### config.mk
export PLATFORM = sky130hd
export DESIGN_NAME = servo_gain_set_switcher
export DESIGN_NICKNAME = d
export VERILOG_FILES = /design/src/inc/gain_switch_pkg.sv /design/src/hw/servo_gain_set_switcher.sv /design/src/hw/ramp_fraction_div.sv
export SDC_FILE = /design/constraint.sdc
export NUM_CORES = 2
export LEC_CHECK = 0
export ABC_CLOCK_PERIOD_IN_PS = 19170
export BUFFER_PORTS_ARGS = -buffer_cell sky130_fd_sc_hd__buf_4
export CAP_MARGIN = 20
export CORE_ASPECT_RATIO = 1.2
export CORE_MARGIN = 5
export CORE_UTILIZATION = 46
export DETAILED_ROUTE_END_ITERATION = 7
export HOLD_SLACK_MARGIN = 0.06
export PLACE_DENSITY = 0.64
export RECOVER_POWER = 50
export SKIP_LAST_GASP = 1
export SYNTH_ARGS = -nofsm -noshare
export SYNTH_HDL_FRONTEND = slang
export SYNTH_SLANG_ARGS = --single-unit
### constraint.sdc
create_clock -name sys_clk_i -period 19.17 [get_ports sys_clk_i]
set_clock_uncertainty 0.15 [all_clocks]
set_input_delay 4.7925 -clock sys_clk_i [delete_from_list [all_inputs] [get_ports sys_clk_i]]
set_output_delay 4.7925 -clock sys_clk_i [all_outputs]
set_load 0.02 [all_outputs]
### src/inc/gain_switch_pkg.sv
// Constants, types and register map of the servo gain set switcher
package gain_switch_pkg;

	localparam int DATA_W    = 32;
	localparam int ADDR_W    = 8;
	localparam int GAIN_W    = 16;
	localparam int NUM_LANES = 7;
	localparam int LANE_FOLLOW_GAIN = 4;
	localparam int LANE_FOLLOW_COMP = 5;

	// Byte offsets on the register bus
	localparam logic [ADDR_W-1:0] OFS_CONFIG    = 8'h00;
	localparam logic [ADDR_W-1:0] OFS_WAIT_UP   = 8'h04;
	localparam logic [ADDR_W-1:0] OFS_WAIT_DOWN = 8'h08;
	localparam logic [ADDR_W-1:0] OFS_RAMP_UP   = 8'h0C;
	localparam logic [ADDR_W-1:0] OFS_RAMP_DOWN = 8'h10;
	localparam logic [ADDR_W-1:0] OFS_LOOP_CFG  = 8'h14;
	localparam logic [ADDR_W-1:0] OFS_STATUS    = 8'h18;
	localparam logic [ADDR_W-1:0] OFS_GAIN_A    = 8'h40;
	localparam logic [ADDR_W-1:0] OFS_GAIN_B    = 8'h60;

	// Config fields
	localparam int CFG_METHOD_LSB = 0;
	localparam int CFG_COND_LSB   = 4;
	localparam logic [3:0] METHOD_AUTO = 4'h2;
	localparam logic [3:0] COND_DONE_ON  = 4'h0;
	localparam logic [3:0] COND_DONE_OFF = 4'h1;
	localparam logic [3:0] COND_NEAR_ON  = 4'h2;
	localparam logic [3:0] COND_NEAR_OFF = 4'h3;
	localparam logic [3:0] COND_IDLE_REF = 4'h4;
	localparam logic [3:0] COND_REF_ON   = 4'h5;
	localparam logic [1:0] STRUCT_PI = 2'h0;
	localparam logic [1:0] STRUCT_IP = 2'h1;

	// Status fields
	localparam int ST_BIT_ACTIVE = 0;
	localparam int ST_BIT_RAMP   = 1;
	localparam int ST_BIT_FOLLOW = 2;
	localparam int ST_STATE_LSB  = 4;

	// Reset values
	localparam logic [GAIN_W-1:0] CFG_RESET  = 16'h0000;
	localparam logic [GAIN_W-1:0] TIME_RESET = 16'h0000;
	typedef logic [NUM_LANES-1:0][GAIN_W-1:0] gain_vec_t;
	localparam gain_vec_t GAIN_RESET = {16'h0064, 16'h03E8, 16'h01F4, 16'h0064,
		16'h0190, 16'h07D0, 16'h0190};
	localparam logic [16:0] FULL_WEIGHT = 17'h10000;

	// Timing
	localparam int TIME_UNIT_NS  = 1000000;
	localparam int CLK_PERIOD_NS = 100;
	localparam int TICK_CYCLES   = TIME_UNIT_NS / CLK_PERIOD_NS;

	typedef enum logic [2:0] {
		ST_SET1      = 3'b000,
		ST_WAIT_UP   = 3'b001,
		ST_RAMP_UP   = 3'b011,
		ST_SET2      = 3'b010,
		ST_WAIT_DOWN = 3'b110,
		ST_RAMP_DOWN = 3'b111
	} switch_state_t;

	typedef struct packed {
		logic position_control;
		logic positioning_done_flag;
		logic near_flag;
		logic filter_idle;
		logic ref_input;
		logic cmd_busy;
		logic motor_stopped;
		logic gain_select;
	} motion_status_t;

	typedef struct packed {
		logic [ADDR_W-1:0] address;
		logic              read;
		logic              write;
		logic [DATA_W-1:0] writedata;
		logic [3:0]        byteenable;
	} avl_req_t;

endpackage : gain_switch_pkg

### src/hw/servo_gain_set_switcher.sv
// Servo gain set switcher: manual and condition-driven gain set selection
//
// What this block does
// - Low config digit picks method: 0 manual by select input, 2 automatic.
// - Each set holds seven gains; switching replaces the five non-follow gains of the active set.
// - Follow gain and compensation switch only in manual mode.
// - Follow pair switches only with select present, no command, motor stopped.
// - Otherwise follow pair holds while the other gains still switch.
// - Manual: select 0 applies set 1, select 1 applies set 2.
// - Automatic switching runs only under position control.
// - Condition true: wait time up, then ramp to set 2 over ramp time up.
// - Condition false: wait time down, then ramp to set 1 over ramp time down.
// - Condition code picks done on/off, near on/off, idle reference, reference on.
// - Outside position control codes 0,2,4 hold set 1, codes 1,3,5 set 2.
// - After a condition change, gains wait the direction's waiting time first.
// - During a ramp each gain except the follow pair moves linearly, ending exactly at ramp end.
// - Automatic switching works with PI or IP speed loop structure.
// - Waiting and ramp times are 16-bit unsigned counts of 1 ms.
`timescale 1ns/100ps
`default_nettype none
module servo_gain_set_switcher #(
	parameter int TICK_CYCLES_P = gain_switch_pkg::TICK_CYCLES
) (
	// Clock and reset
	input  wire logic                                   sys_clk_i,
	input  wire logic                                   rst_i,
	// Avalon-MM slave
	input  wire gain_switch_pkg::avl_req_t              avl_req_i,
	output logic      [gain_switch_pkg::DATA_W-1:0]     avl_readdata_o,
	output logic                                        avl_waitrequest_o,
	// Motion status and host select
	input  wire gain_switch_pkg::motion_status_t        motion_i,
	// Effective gains and state
	output gain_switch_pkg::gain_vec_t                  gains_o,
	output logic                                        active_set_o,
	output logic                                        ramp_busy_o
);
	import gain_switch_pkg::*;

	localparam int TICK_W = $clog2(TICK_CYCLES_P + 1);

	logic [GAIN_W-1:0] gain_switch_config_q;
	logic [GAIN_W-1:0] wait_time_up_q;
	logic [GAIN_W-1:0] wait_time_down_q;
	logic [GAIN_W-1:0] ramp_time_up_q;
	logic [GAIN_W-1:0] ramp_time_down_q;
	logic [GAIN_W-1:0] loop_structure_config_q;
	logic [GAIN_W-1:0] gain_a_q [NUM_LANES];
	logic [GAIN_W-1:0] gain_b_q [NUM_LANES];
	switch_state_t     state_q;
	switch_state_t     state_d;
	logic [TICK_W-1:0] tick_cnt_q;
	logic              tick_q;
	logic [15:0]       ms_cnt_q;
	logic [15:0]       frac_q;
	logic              div_start_q;
	logic [15:0]       div_quot;
	logic              div_done;
	logic              follow_sel_q;
	logic [16:0]       weight;
	logic [DATA_W-1:0] rdata_d;
	logic              bus_req;
	logic              wr_hit;
	logic [3:0]        method;
	logic [3:0]        cond_code;
	logic              manual_mode;
	logic              auto_run;
	logic              structure_ok;
	logic              cond_a;
	logic              in_ramp;
	logic              state_entry;

	function automatic logic [GAIN_W-1:0] merge16(input logic [GAIN_W-1:0] old,
		input logic [DATA_W-1:0] wd, input logic [3:0] be);
		merge16 = {be[1] ? wd[15:8] : old[15:8], be[0] ? wd[7:0] : old[7:0]};
	endfunction : merge16

	// Bus slave: one wait cycle, then the request completes
	assign bus_req = avl_req_i.read | avl_req_i.write;
	assign wr_hit  = avl_req_i.write & ~avl_waitrequest_o;

	always_ff @(posedge sys_clk_i) begin
		if (rst_i) begin
			avl_waitrequest_o <= 1'b1;
			avl_readdata_o    <= '0;
		end else if (avl_waitrequest_o && bus_req) begin
			avl_waitrequest_o <= 1'b0;
			avl_readdata_o    <= rdata_d;
		end else begin
			avl_waitrequest_o <= 1'b1;
		end
	end

	always_comb begin
		rdata_d = '0;
		unique case (avl_req_i.address)
			OFS_CONFIG:    rdata_d[GAIN_W-1:0] = gain_switch_config_q;
			OFS_WAIT_UP:   rdata_d[GAIN_W-1:0] = wait_time_up_q;
			OFS_WAIT_DOWN: rdata_d[GAIN_W-1:0] = wait_time_down_q;
			OFS_RAMP_UP:   rdata_d[GAIN_W-1:0] = ramp_time_up_q;
			OFS_RAMP_DOWN: rdata_d[GAIN_W-1:0] = ramp_time_down_q;
			OFS_LOOP_CFG:  rdata_d[GAIN_W-1:0] = loop_structure_config_q;
			OFS_STATUS: begin
				rdata_d[ST_BIT_ACTIVE]               = active_set_o;
				rdata_d[ST_BIT_RAMP]                 = ramp_busy_o;
				rdata_d[ST_BIT_FOLLOW]               = follow_sel_q;
				rdata_d[ST_STATE_LSB +: 3]           = state_q;
			end
			default: begin
				for (int i = 0; i < NUM_LANES; i++) begin
					if (avl_req_i.address == OFS_GAIN_A + ADDR_W'(4 * i)) begin
						rdata_d[GAIN_W-1:0] = gain_a_q[i];
					end
					if (avl_req_i.address == OFS_GAIN_B + ADDR_W'(4 * i)) begin
						rdata_d[GAIN_W-1:0] = gain_b_q[i];
					end
				end
			end
		endcase
	end

	// Config and timing registers, live on the next cycle
	always_ff @(posedge sys_clk_i) begin
		if (rst_i) begin
			gain_switch_config_q    <= CFG_RESET;
			wait_time_up_q          <= TIME_RESET;
			wait_time_down_q        <= TIME_RESET;
			ramp_time_up_q          <= TIME_RESET;
			ramp_time_down_q        <= TIME_RESET;
			loop_structure_config_q <= CFG_RESET;
		end else if (wr_hit) begin
			unique case (avl_req_i.address)
				OFS_CONFIG:    gain_switch_config_q <= merge16(gain_switch_config_q,
					avl_req_i.writedata, avl_req_i.byteenable);
				OFS_WAIT_UP:   wait_time_up_q <= merge16(wait_time_up_q,
					avl_req_i.writedata, avl_req_i.byteenable);
				OFS_WAIT_DOWN: wait_time_down_q <= merge16(wait_time_down_q,
					avl_req_i.writedata, avl_req_i.byteenable);
				OFS_RAMP_UP:   ramp_time_up_q <= merge16(ramp_time_up_q,
					avl_req_i.writedata, avl_req_i.byteenable);
				OFS_RAMP_DOWN: ramp_time_down_q <= merge16(ramp_time_down_q,
					avl_req_i.writedata, avl_req_i.byteenable);
				OFS_LOOP_CFG:  loop_structure_config_q <= merge16(loop_structure_config_q,
					avl_req_i.writedata, avl_req_i.byteenable);
				default: ;
			endcase
		end
	end

	// Mode decode; reserved method code falls back to manual
	assign method       = gain_switch_config_q[CFG_METHOD_LSB +: 4];
	assign cond_code    = gain_switch_config_q[CFG_COND_LSB +: 4];
	assign manual_mode  = (method != METHOD_AUTO);
	assign structure_ok = (loop_structure_config_q[1:0] == STRUCT_PI) ||
		(loop_structure_config_q[1:0] == STRUCT_IP);
	assign auto_run     = !manual_mode && motion_i.position_control && structure_ok;

	always_comb begin
		unique case (cond_code)
			COND_DONE_ON:  cond_a = motion_i.positioning_done_flag;
			COND_DONE_OFF: cond_a = !motion_i.positioning_done_flag;
			COND_NEAR_ON:  cond_a = motion_i.near_flag;
			COND_NEAR_OFF: cond_a = !motion_i.near_flag;
			COND_IDLE_REF: cond_a = motion_i.filter_idle && !motion_i.ref_input;
			COND_REF_ON:   cond_a = motion_i.ref_input;
			default:       cond_a = motion_i.positioning_done_flag;
		endcase
	end

	// Millisecond enable from the system clock
	always_ff @(posedge sys_clk_i) begin
		if (rst_i) begin
			tick_cnt_q <= '0;
			tick_q     <= 1'b0;
		end else if (tick_cnt_q == TICK_W'(TICK_CYCLES_P - 1)) begin
			tick_cnt_q <= '0;
			tick_q     <= 1'b1;
		end else begin
			tick_cnt_q <= tick_cnt_q + 1'b1;
			tick_q     <= 1'b0;
		end
	end

	always_comb begin
		state_d = state_q;
		if (manual_mode) begin
			state_d = motion_i.gain_select ? ST_SET2 : ST_SET1;
		end else if (!auto_run) begin
			state_d = cond_code[0] ? ST_SET2 : ST_SET1;
		end else begin
			unique case (state_q)
				ST_SET1:      if (cond_a) state_d = ST_WAIT_UP;
				ST_WAIT_UP: begin
					if (!cond_a) state_d = ST_SET1;
					else if (ms_cnt_q >= wait_time_up_q) state_d = ST_RAMP_UP;
				end
				ST_RAMP_UP:   if (ms_cnt_q >= ramp_time_up_q) state_d = ST_SET2;
				ST_SET2:      if (!cond_a) state_d = ST_WAIT_DOWN;
				ST_WAIT_DOWN: begin
					if (cond_a) state_d = ST_SET2;
					else if (ms_cnt_q >= wait_time_down_q) state_d = ST_RAMP_DOWN;
				end
				ST_RAMP_DOWN: if (ms_cnt_q >= ramp_time_down_q) state_d = ST_SET1;
			endcase
		end
	end

	assign state_entry = (state_d != state_q);
	assign in_ramp     = (state_q == ST_RAMP_UP) || (state_q == ST_RAMP_DOWN);

	always_ff @(posedge sys_clk_i) begin
		if (rst_i) begin
			state_q <= ST_SET1;
		end else begin
			state_q <= state_d;
		end
	end

	// Elapsed time restarts from zero on every state change
	always_ff @(posedge sys_clk_i) begin
		if (rst_i) begin
			ms_cnt_q <= 16'h0000;
		end else if (state_entry) begin
			ms_cnt_q <= 16'h0000;
		end else if (tick_q && ms_cnt_q != 16'hFFFF) begin
			ms_cnt_q <= ms_cnt_q + 16'h0001;
		end
	end

	// Fraction kept in a register so a restarted division never glitches gains
	always_ff @(posedge sys_clk_i) begin
		if (rst_i) begin
			div_start_q <= 1'b0;
			frac_q      <= 16'h0000;
		end else begin
			div_start_q <= tick_q && in_ramp && !state_entry;
			if (state_entry) begin
				frac_q <= 16'h0000;
			end else if (div_done && in_ramp) begin
				frac_q <= div_quot;
			end
		end
	end

	ramp_fraction_div u_div (
		.sys_clk_i (sys_clk_i),
		.rst_i     (rst_i),
		.start_i   (div_start_q),
		.num_i     (ms_cnt_q),
		.den_i     ((state_q == ST_RAMP_UP) ? ramp_time_up_q : ramp_time_down_q),
		.quot_o    (div_quot),
		.done_o    (div_done)
	);

	always_comb begin
		weight = 17'h00000;
		unique case (state_q)
			ST_SET1, ST_WAIT_UP:   weight = 17'h00000;
			ST_SET2, ST_WAIT_DOWN: weight = FULL_WEIGHT;
			ST_RAMP_UP:            weight = {1'b0, frac_q};
			ST_RAMP_DOWN:          weight = FULL_WEIGHT - {1'b0, frac_q};
		endcase
	end

	// Follow pair moves only when the drive is idle and stopped
	always_ff @(posedge sys_clk_i) begin
		if (rst_i) begin
			follow_sel_q <= 1'b0;
		end else if (manual_mode && !motion_i.cmd_busy && motion_i.motor_stopped) begin
			follow_sel_q <= motion_i.gain_select;
		end
	end

	// One lane per gain: storage and output, blended except on the follow pair
	for (genvar g = 0; g < NUM_LANES; g++) begin : g_lane
		logic signed [16:0] diff;
		logic signed [34:0] prod;
		assign diff = $signed({1'b0, gain_b_q[g]}) - $signed({1'b0, gain_a_q[g]});
		assign prod = 35'(diff * $signed({1'b0, weight}));

		always_ff @(posedge sys_clk_i) begin
			if (rst_i) begin
				gain_a_q[g] <= GAIN_RESET[g];
				gain_b_q[g] <= GAIN_RESET[g];
			end else if (wr_hit && avl_req_i.address == OFS_GAIN_A + ADDR_W'(4 * g)) begin
				gain_a_q[g] <= merge16(gain_a_q[g], avl_req_i.writedata,
					avl_req_i.byteenable);
			end else if (wr_hit && avl_req_i.address == OFS_GAIN_B + ADDR_W'(4 * g)) begin
				gain_b_q[g] <= merge16(gain_b_q[g], avl_req_i.writedata,
					avl_req_i.byteenable);
			end
		end

		always_ff @(posedge sys_clk_i) begin
			if (rst_i) begin
				gains_o[g] <= GAIN_RESET[g];
			end else if (g == LANE_FOLLOW_GAIN || g == LANE_FOLLOW_COMP) begin
				gains_o[g] <= follow_sel_q ? gain_b_q[g] : gain_a_q[g];
			end else begin
				gains_o[g] <= 16'(gain_a_q[g] + prod[31:16]);
			end
		end
	end

	always_ff @(posedge sys_clk_i) begin
		if (rst_i) begin
			active_set_o <= 1'b0;
			ramp_busy_o  <= 1'b0;
		end else begin
			active_set_o <= (state_d == ST_RAMP_UP) || (state_d == ST_SET2) ||
				(state_d == ST_WAIT_DOWN);
			ramp_busy_o  <= (state_d == ST_RAMP_UP) || (state_d == ST_RAMP_DOWN);
		end
	end
endmodule : servo_gain_set_switcher
`default_nettype wire

### src/hw/ramp_fraction_div.sv
// Serial divider giving the ramp fraction (num << 16) / den
`timescale 1ns/100ps
`default_nettype none
module ramp_fraction_div (
	// Clock and reset
	input  wire logic        sys_clk_i,
	input  wire logic        rst_i,
	// Request
	input  wire logic        start_i,
	input  wire logic [15:0] num_i,
	input  wire logic [15:0] den_i,
	// Result
	output logic      [15:0] quot_o,
	output logic             done_o
);
	logic [16:0] rem_q;
	logic [15:0] quo_q;
	logic [4:0]  cnt_q;
	logic        busy_q;
	logic [16:0] shifted;

	// Needs num < den, so the remainder never reaches bit 16
	assign shifted = {rem_q[15:0], 1'b0};

	always_ff @(posedge sys_clk_i) begin
		if (rst_i) begin
			rem_q  <= 17'h00000;
			quo_q  <= 16'h0000;
			cnt_q  <= 5'h00;
			busy_q <= 1'b0;
			done_o <= 1'b0;
		end else begin
			done_o <= 1'b0;
			if (start_i) begin
				rem_q  <= {1'b0, num_i};
				quo_q  <= 16'h0000;
				cnt_q  <= 5'h10;
				busy_q <= 1'b1;
			end else if (busy_q) begin
				if (shifted >= {1'b0, den_i}) begin
					rem_q <= shifted - {1'b0, den_i};
					quo_q <= {quo_q[14:0], 1'b1};
				end else begin
					rem_q <= shifted;
					quo_q <= {quo_q[14:0], 1'b0};
				end
				cnt_q <= cnt_q - 5'h01;
				if (cnt_q == 5'h01) begin
					busy_q <= 1'b0;
					done_o <= 1'b1;
				end
			end
		end
	end

	assign quot_o = quo_q;

endmodule : ramp_fraction_div
`default_nettype wire

==> flow_summary.json <==
{
  "synth.distinct_cells": 92,
  "p_per_area_nw_per_um2": 51.0,
  "ys_ff_latch": 542,
  "die_h_um": 454,
  "critPathCaptureType": "flip-flop",
  "cts_tree": "done",
  "netlist_top_cells_count": "inv_1 (1550), fa_1 (1126), nand2_1 (1083)",
  "hold_start": "loop_structure_config_q[10]",
  "final-seq-area_um2": 13100,
  "first_iter_violations": 5486,
  "hold_viol": 0,
  "total_power_uw": 4130,
  "crit_required_ns": 19.34,
  "gr-usage-all-layers": 0.289,
  "post-route-period-util": 0.764,
  "critical_path_arrival_ns": 14.82,
  "reg2reg_setup_slack_ns": 7.41,
  "ys_seq_area_frac": 0.174,
  "clkPwrFrac": 0.314,
  "drc": 0,
  "utilization": 0.498,
  "netlist_instances": 8628,
  "cts_buffer_depth": 3,
  "grt_pass1_vias": 63841,
  "cts_sinks": 542,
  "holdBufCountCts": 0,
  "die_w_um": 380,
  "synth.most_common_cell": "inv_1",
  "synth_area_um2": 75400,
  "place_congestion": 0.986,
  "synth_compound_area_frac": 0.0883,
  "syn_area_per_cell_um2": 8.74,
  "cp-start-kind": "primary input",
  "fmax_mhz": 68.3,
  "synth_top_family_by_area": "adder cells",
  "synth_edf_count": 224,
  "final_cells": 10829,
  "dr.pass1.iters": 7,
  "num-fill-cells": 15468,
  "power.leakage_uw": 0.0384,
  "numCtsBuffers": 61,
  "place_hpwl_um": 193000,
  "clk_pin_slew_ns": 0.07,
  "yosysTopAreaCellShare": 0.299,
  "initial_core_util": 0.464,
  "fin_nets": 10602,
  "pwr-share-seq": 0.326,
  "clk_latency_ns": 0.73,
  "hold_path.class": "reg -> reg",
  "wl_per_cell_um": 23.1,
  "ant_nets": 0,
  "crit_type": "in -> reg",
  "min_period_ns": 14.65,
  "grt_start_max_net_pins": 81,
  "path_max_fanout": 80,
  "min_delay_path_depth": 2,
  "min_to": "loop_structure_config_q[10]",
  "status": "finished with violations",
  "drv_cap": 4,
  "worst_pin_slew_ns": 4.74,
  "power_switching_uw": 1600,
  "synth_area_leaders": "fa_1 (30%), ha_1 (13%), edfxtp_1 (8.9%)",
  "post-place-cells": 10703,
  "die_area_um2": 172000,
  "synthAdderAreaFrac": 0.429,
  "port_buffers": 168,
  "routed_wl_um": 251000,
  "num_vias": 61538,
  "synth.area.mux_share": 0.00798,
  "drive_gt1_frac": 0.0435,
  "rr_endpoint": "gains_o[15]",
  "rsz0062_at_grt": "no",
  "setup-tns-final_ns": 0,
  "slew_viol_final": 263,
  "p_int_uw": 2530,
  "violations": "max-capacitance violations, max-slew violations",
  "rr_worst_depth": 38,
  "vias_per_cell": 5.68,
  "clockRootBuffer": "clkbuf_16",
  "multi_input_area_um2": 55300,
  "rows": 162,
  "relSlewSlack": -2.16,
  "core_area_um2": 163000,
  "reg2reg_from": "gain_a_q[0][1]",
  "ys_warn_count": 0,
  "combPwrFrac": 0.360,
  "grt_pass1_wl_um": 381000,
  "post-cts-setup-buffers": 0,
  "cts_max_level": 2,
  "overflow": 0,
  "setup_viol_count_final": 0,
  "peakVddDrop_v": 0.0000844,
  "synth_simple_gate_area_frac": 0.166,
  "async_flop_share": 0,
  "synth-xor-area-share": 0.0369,
  "io_pins": 203,
  "synthFlopType": "dfxtp_1",
  "cts_resized": 0,
  "synthToLayoutAreaGrowth_pct": 7.42,
  "antenna_found_initial": 20,
  "synth_top_area_cell": "fa_1",
  "p_sw_frac": 0.386
}
==> stage by stage <==
| stage | hold slack (ns) | setup WS (ns) | area, um2 |
|---|---|---|---|
| 2_1_floorplan | 0.274 | 9.31 | 75500 |
| 3_3_place_gp | 0.292 | 7.63 | 79300 |
| 3_5_place_dp | 0.298 | 7.55 | 79300 |
| 4_1_cts | 0.307 | 7.51 | 81500 |
| 5_1_grt | 0.334 | 4.05 | 81000 |
| 6_report | 0.307 | 4.52 | 81000 |
==> power groups by stage <==
stage	clock network, uW	logic (uW)	registers [uW]
6_report	1300	1490	1340
3_3_place_gp	0	1510	1370
3_5_place_dp	0	1520	1370
2_1_floorplan	0	903	1420
4_1_cts	1320	1540	1350
5_1_grt	1360	1630	1350
==> layout by cell type, fill, tap and decap left out, types with 18 or more instances in the layout <==
master        n
a211o_1      19
a211oi_1     37
a21o_1      110
a21oi_1     321
a222oi_1     26
a22oi_1      77
a31oi_1      21
and2_0       29
and2_1      176
and3_1       68
buf_4       185
clkbuf_1    150
clkbuf_16    67
dfxtp_1     317
edfxtp_1    224
fa_1       1126
ha_1        785
inv_1      1550
mux2i_1      58
nand2_1    1081
nand2b_1     82
nand3_1      70
nand4_1      49
nor2_1      927
nor2b_1      59
nor3_1      142
o211ai_1     34
o21a_1       42
o21ai_0     132
o21bai_1     29
o22ai_1      19
or2_2        18
or3_1        47
xnor2_1     176
xor2_1      127
==> routing by layer <==
metal | routed length, um | track usage
met1 | 92200 | 0.348
met2 | 113000 | 0.471
met3 | 24300 | 0.0618
met4 | 20700 | 0.189
met5 | 100 | 0
==> layout make-up <==
cell class / count / area share
multi-input combinational: 6150 / 0.682
sequential: 542 / 0.162
inverter: 1552 / 0.0719
tap: 2132 / 0.0329
timing repair buffer: 328 / 0.0240
clock buffer: 81 / 0.0221
clock inverter: 34 / 0.00545
antenna: 10 / 0.000309
==> cell families after synthesis <==
family / Yosys count
flops: 542
mux: 60
xor+xnor: 312
simple gates: 2844
fa+ha+maj: 1911
compound gates: 1007
buf+inv: 1951
other cells: 1
==> how the worst max path moves through the flow <==
stage	start	to	slack, ns	cells past startpoint
3_3_place_gp	gain_a_q[0][1]	gains_o[15]	7.63	38
4_1_cts	gain_a_q[0][1]	gains_o[15]	7.51	38
6_report	rst_i	gain_a_q[4][10]	4.52	5
5_1_grt	rst_i	gain_a_q[4][15]	4.05	5
2_1_floorplan	gain_a_q[1][1]	gains_o[31]	9.31	44
3_5_place_dp	gain_a_q[0][1]	gains_o[15]	7.55	38
==> registers in the layout, summed over array words and instances, names as in the netlist, 3 cells and up <==
register	cells
avl_readdata_o	16
frac_q	16
gain_a_q	112
gain_b_q	112
gain_switch_config_q	16
gains_o	112
loop_structure_config_q	16
ms_cnt_q	16
ramp_time_down_q	16
ramp_time_up_q	16
state_q	3
tick_cnt_q	14
u_div.cnt_q	5
u_div.quot_o	16
u_div.rem_q	16
wait_time_down_q	16
wait_time_up_q	16
==> worst max-delay path, cell delays in order <==
cell      delay, ns
clkbuf_1       3.26
clkbuf_1       2.32
clkbuf_1       2.85
buf_4          0.94
a21o_1         0.50
Power figures use the tool's default switching activity.
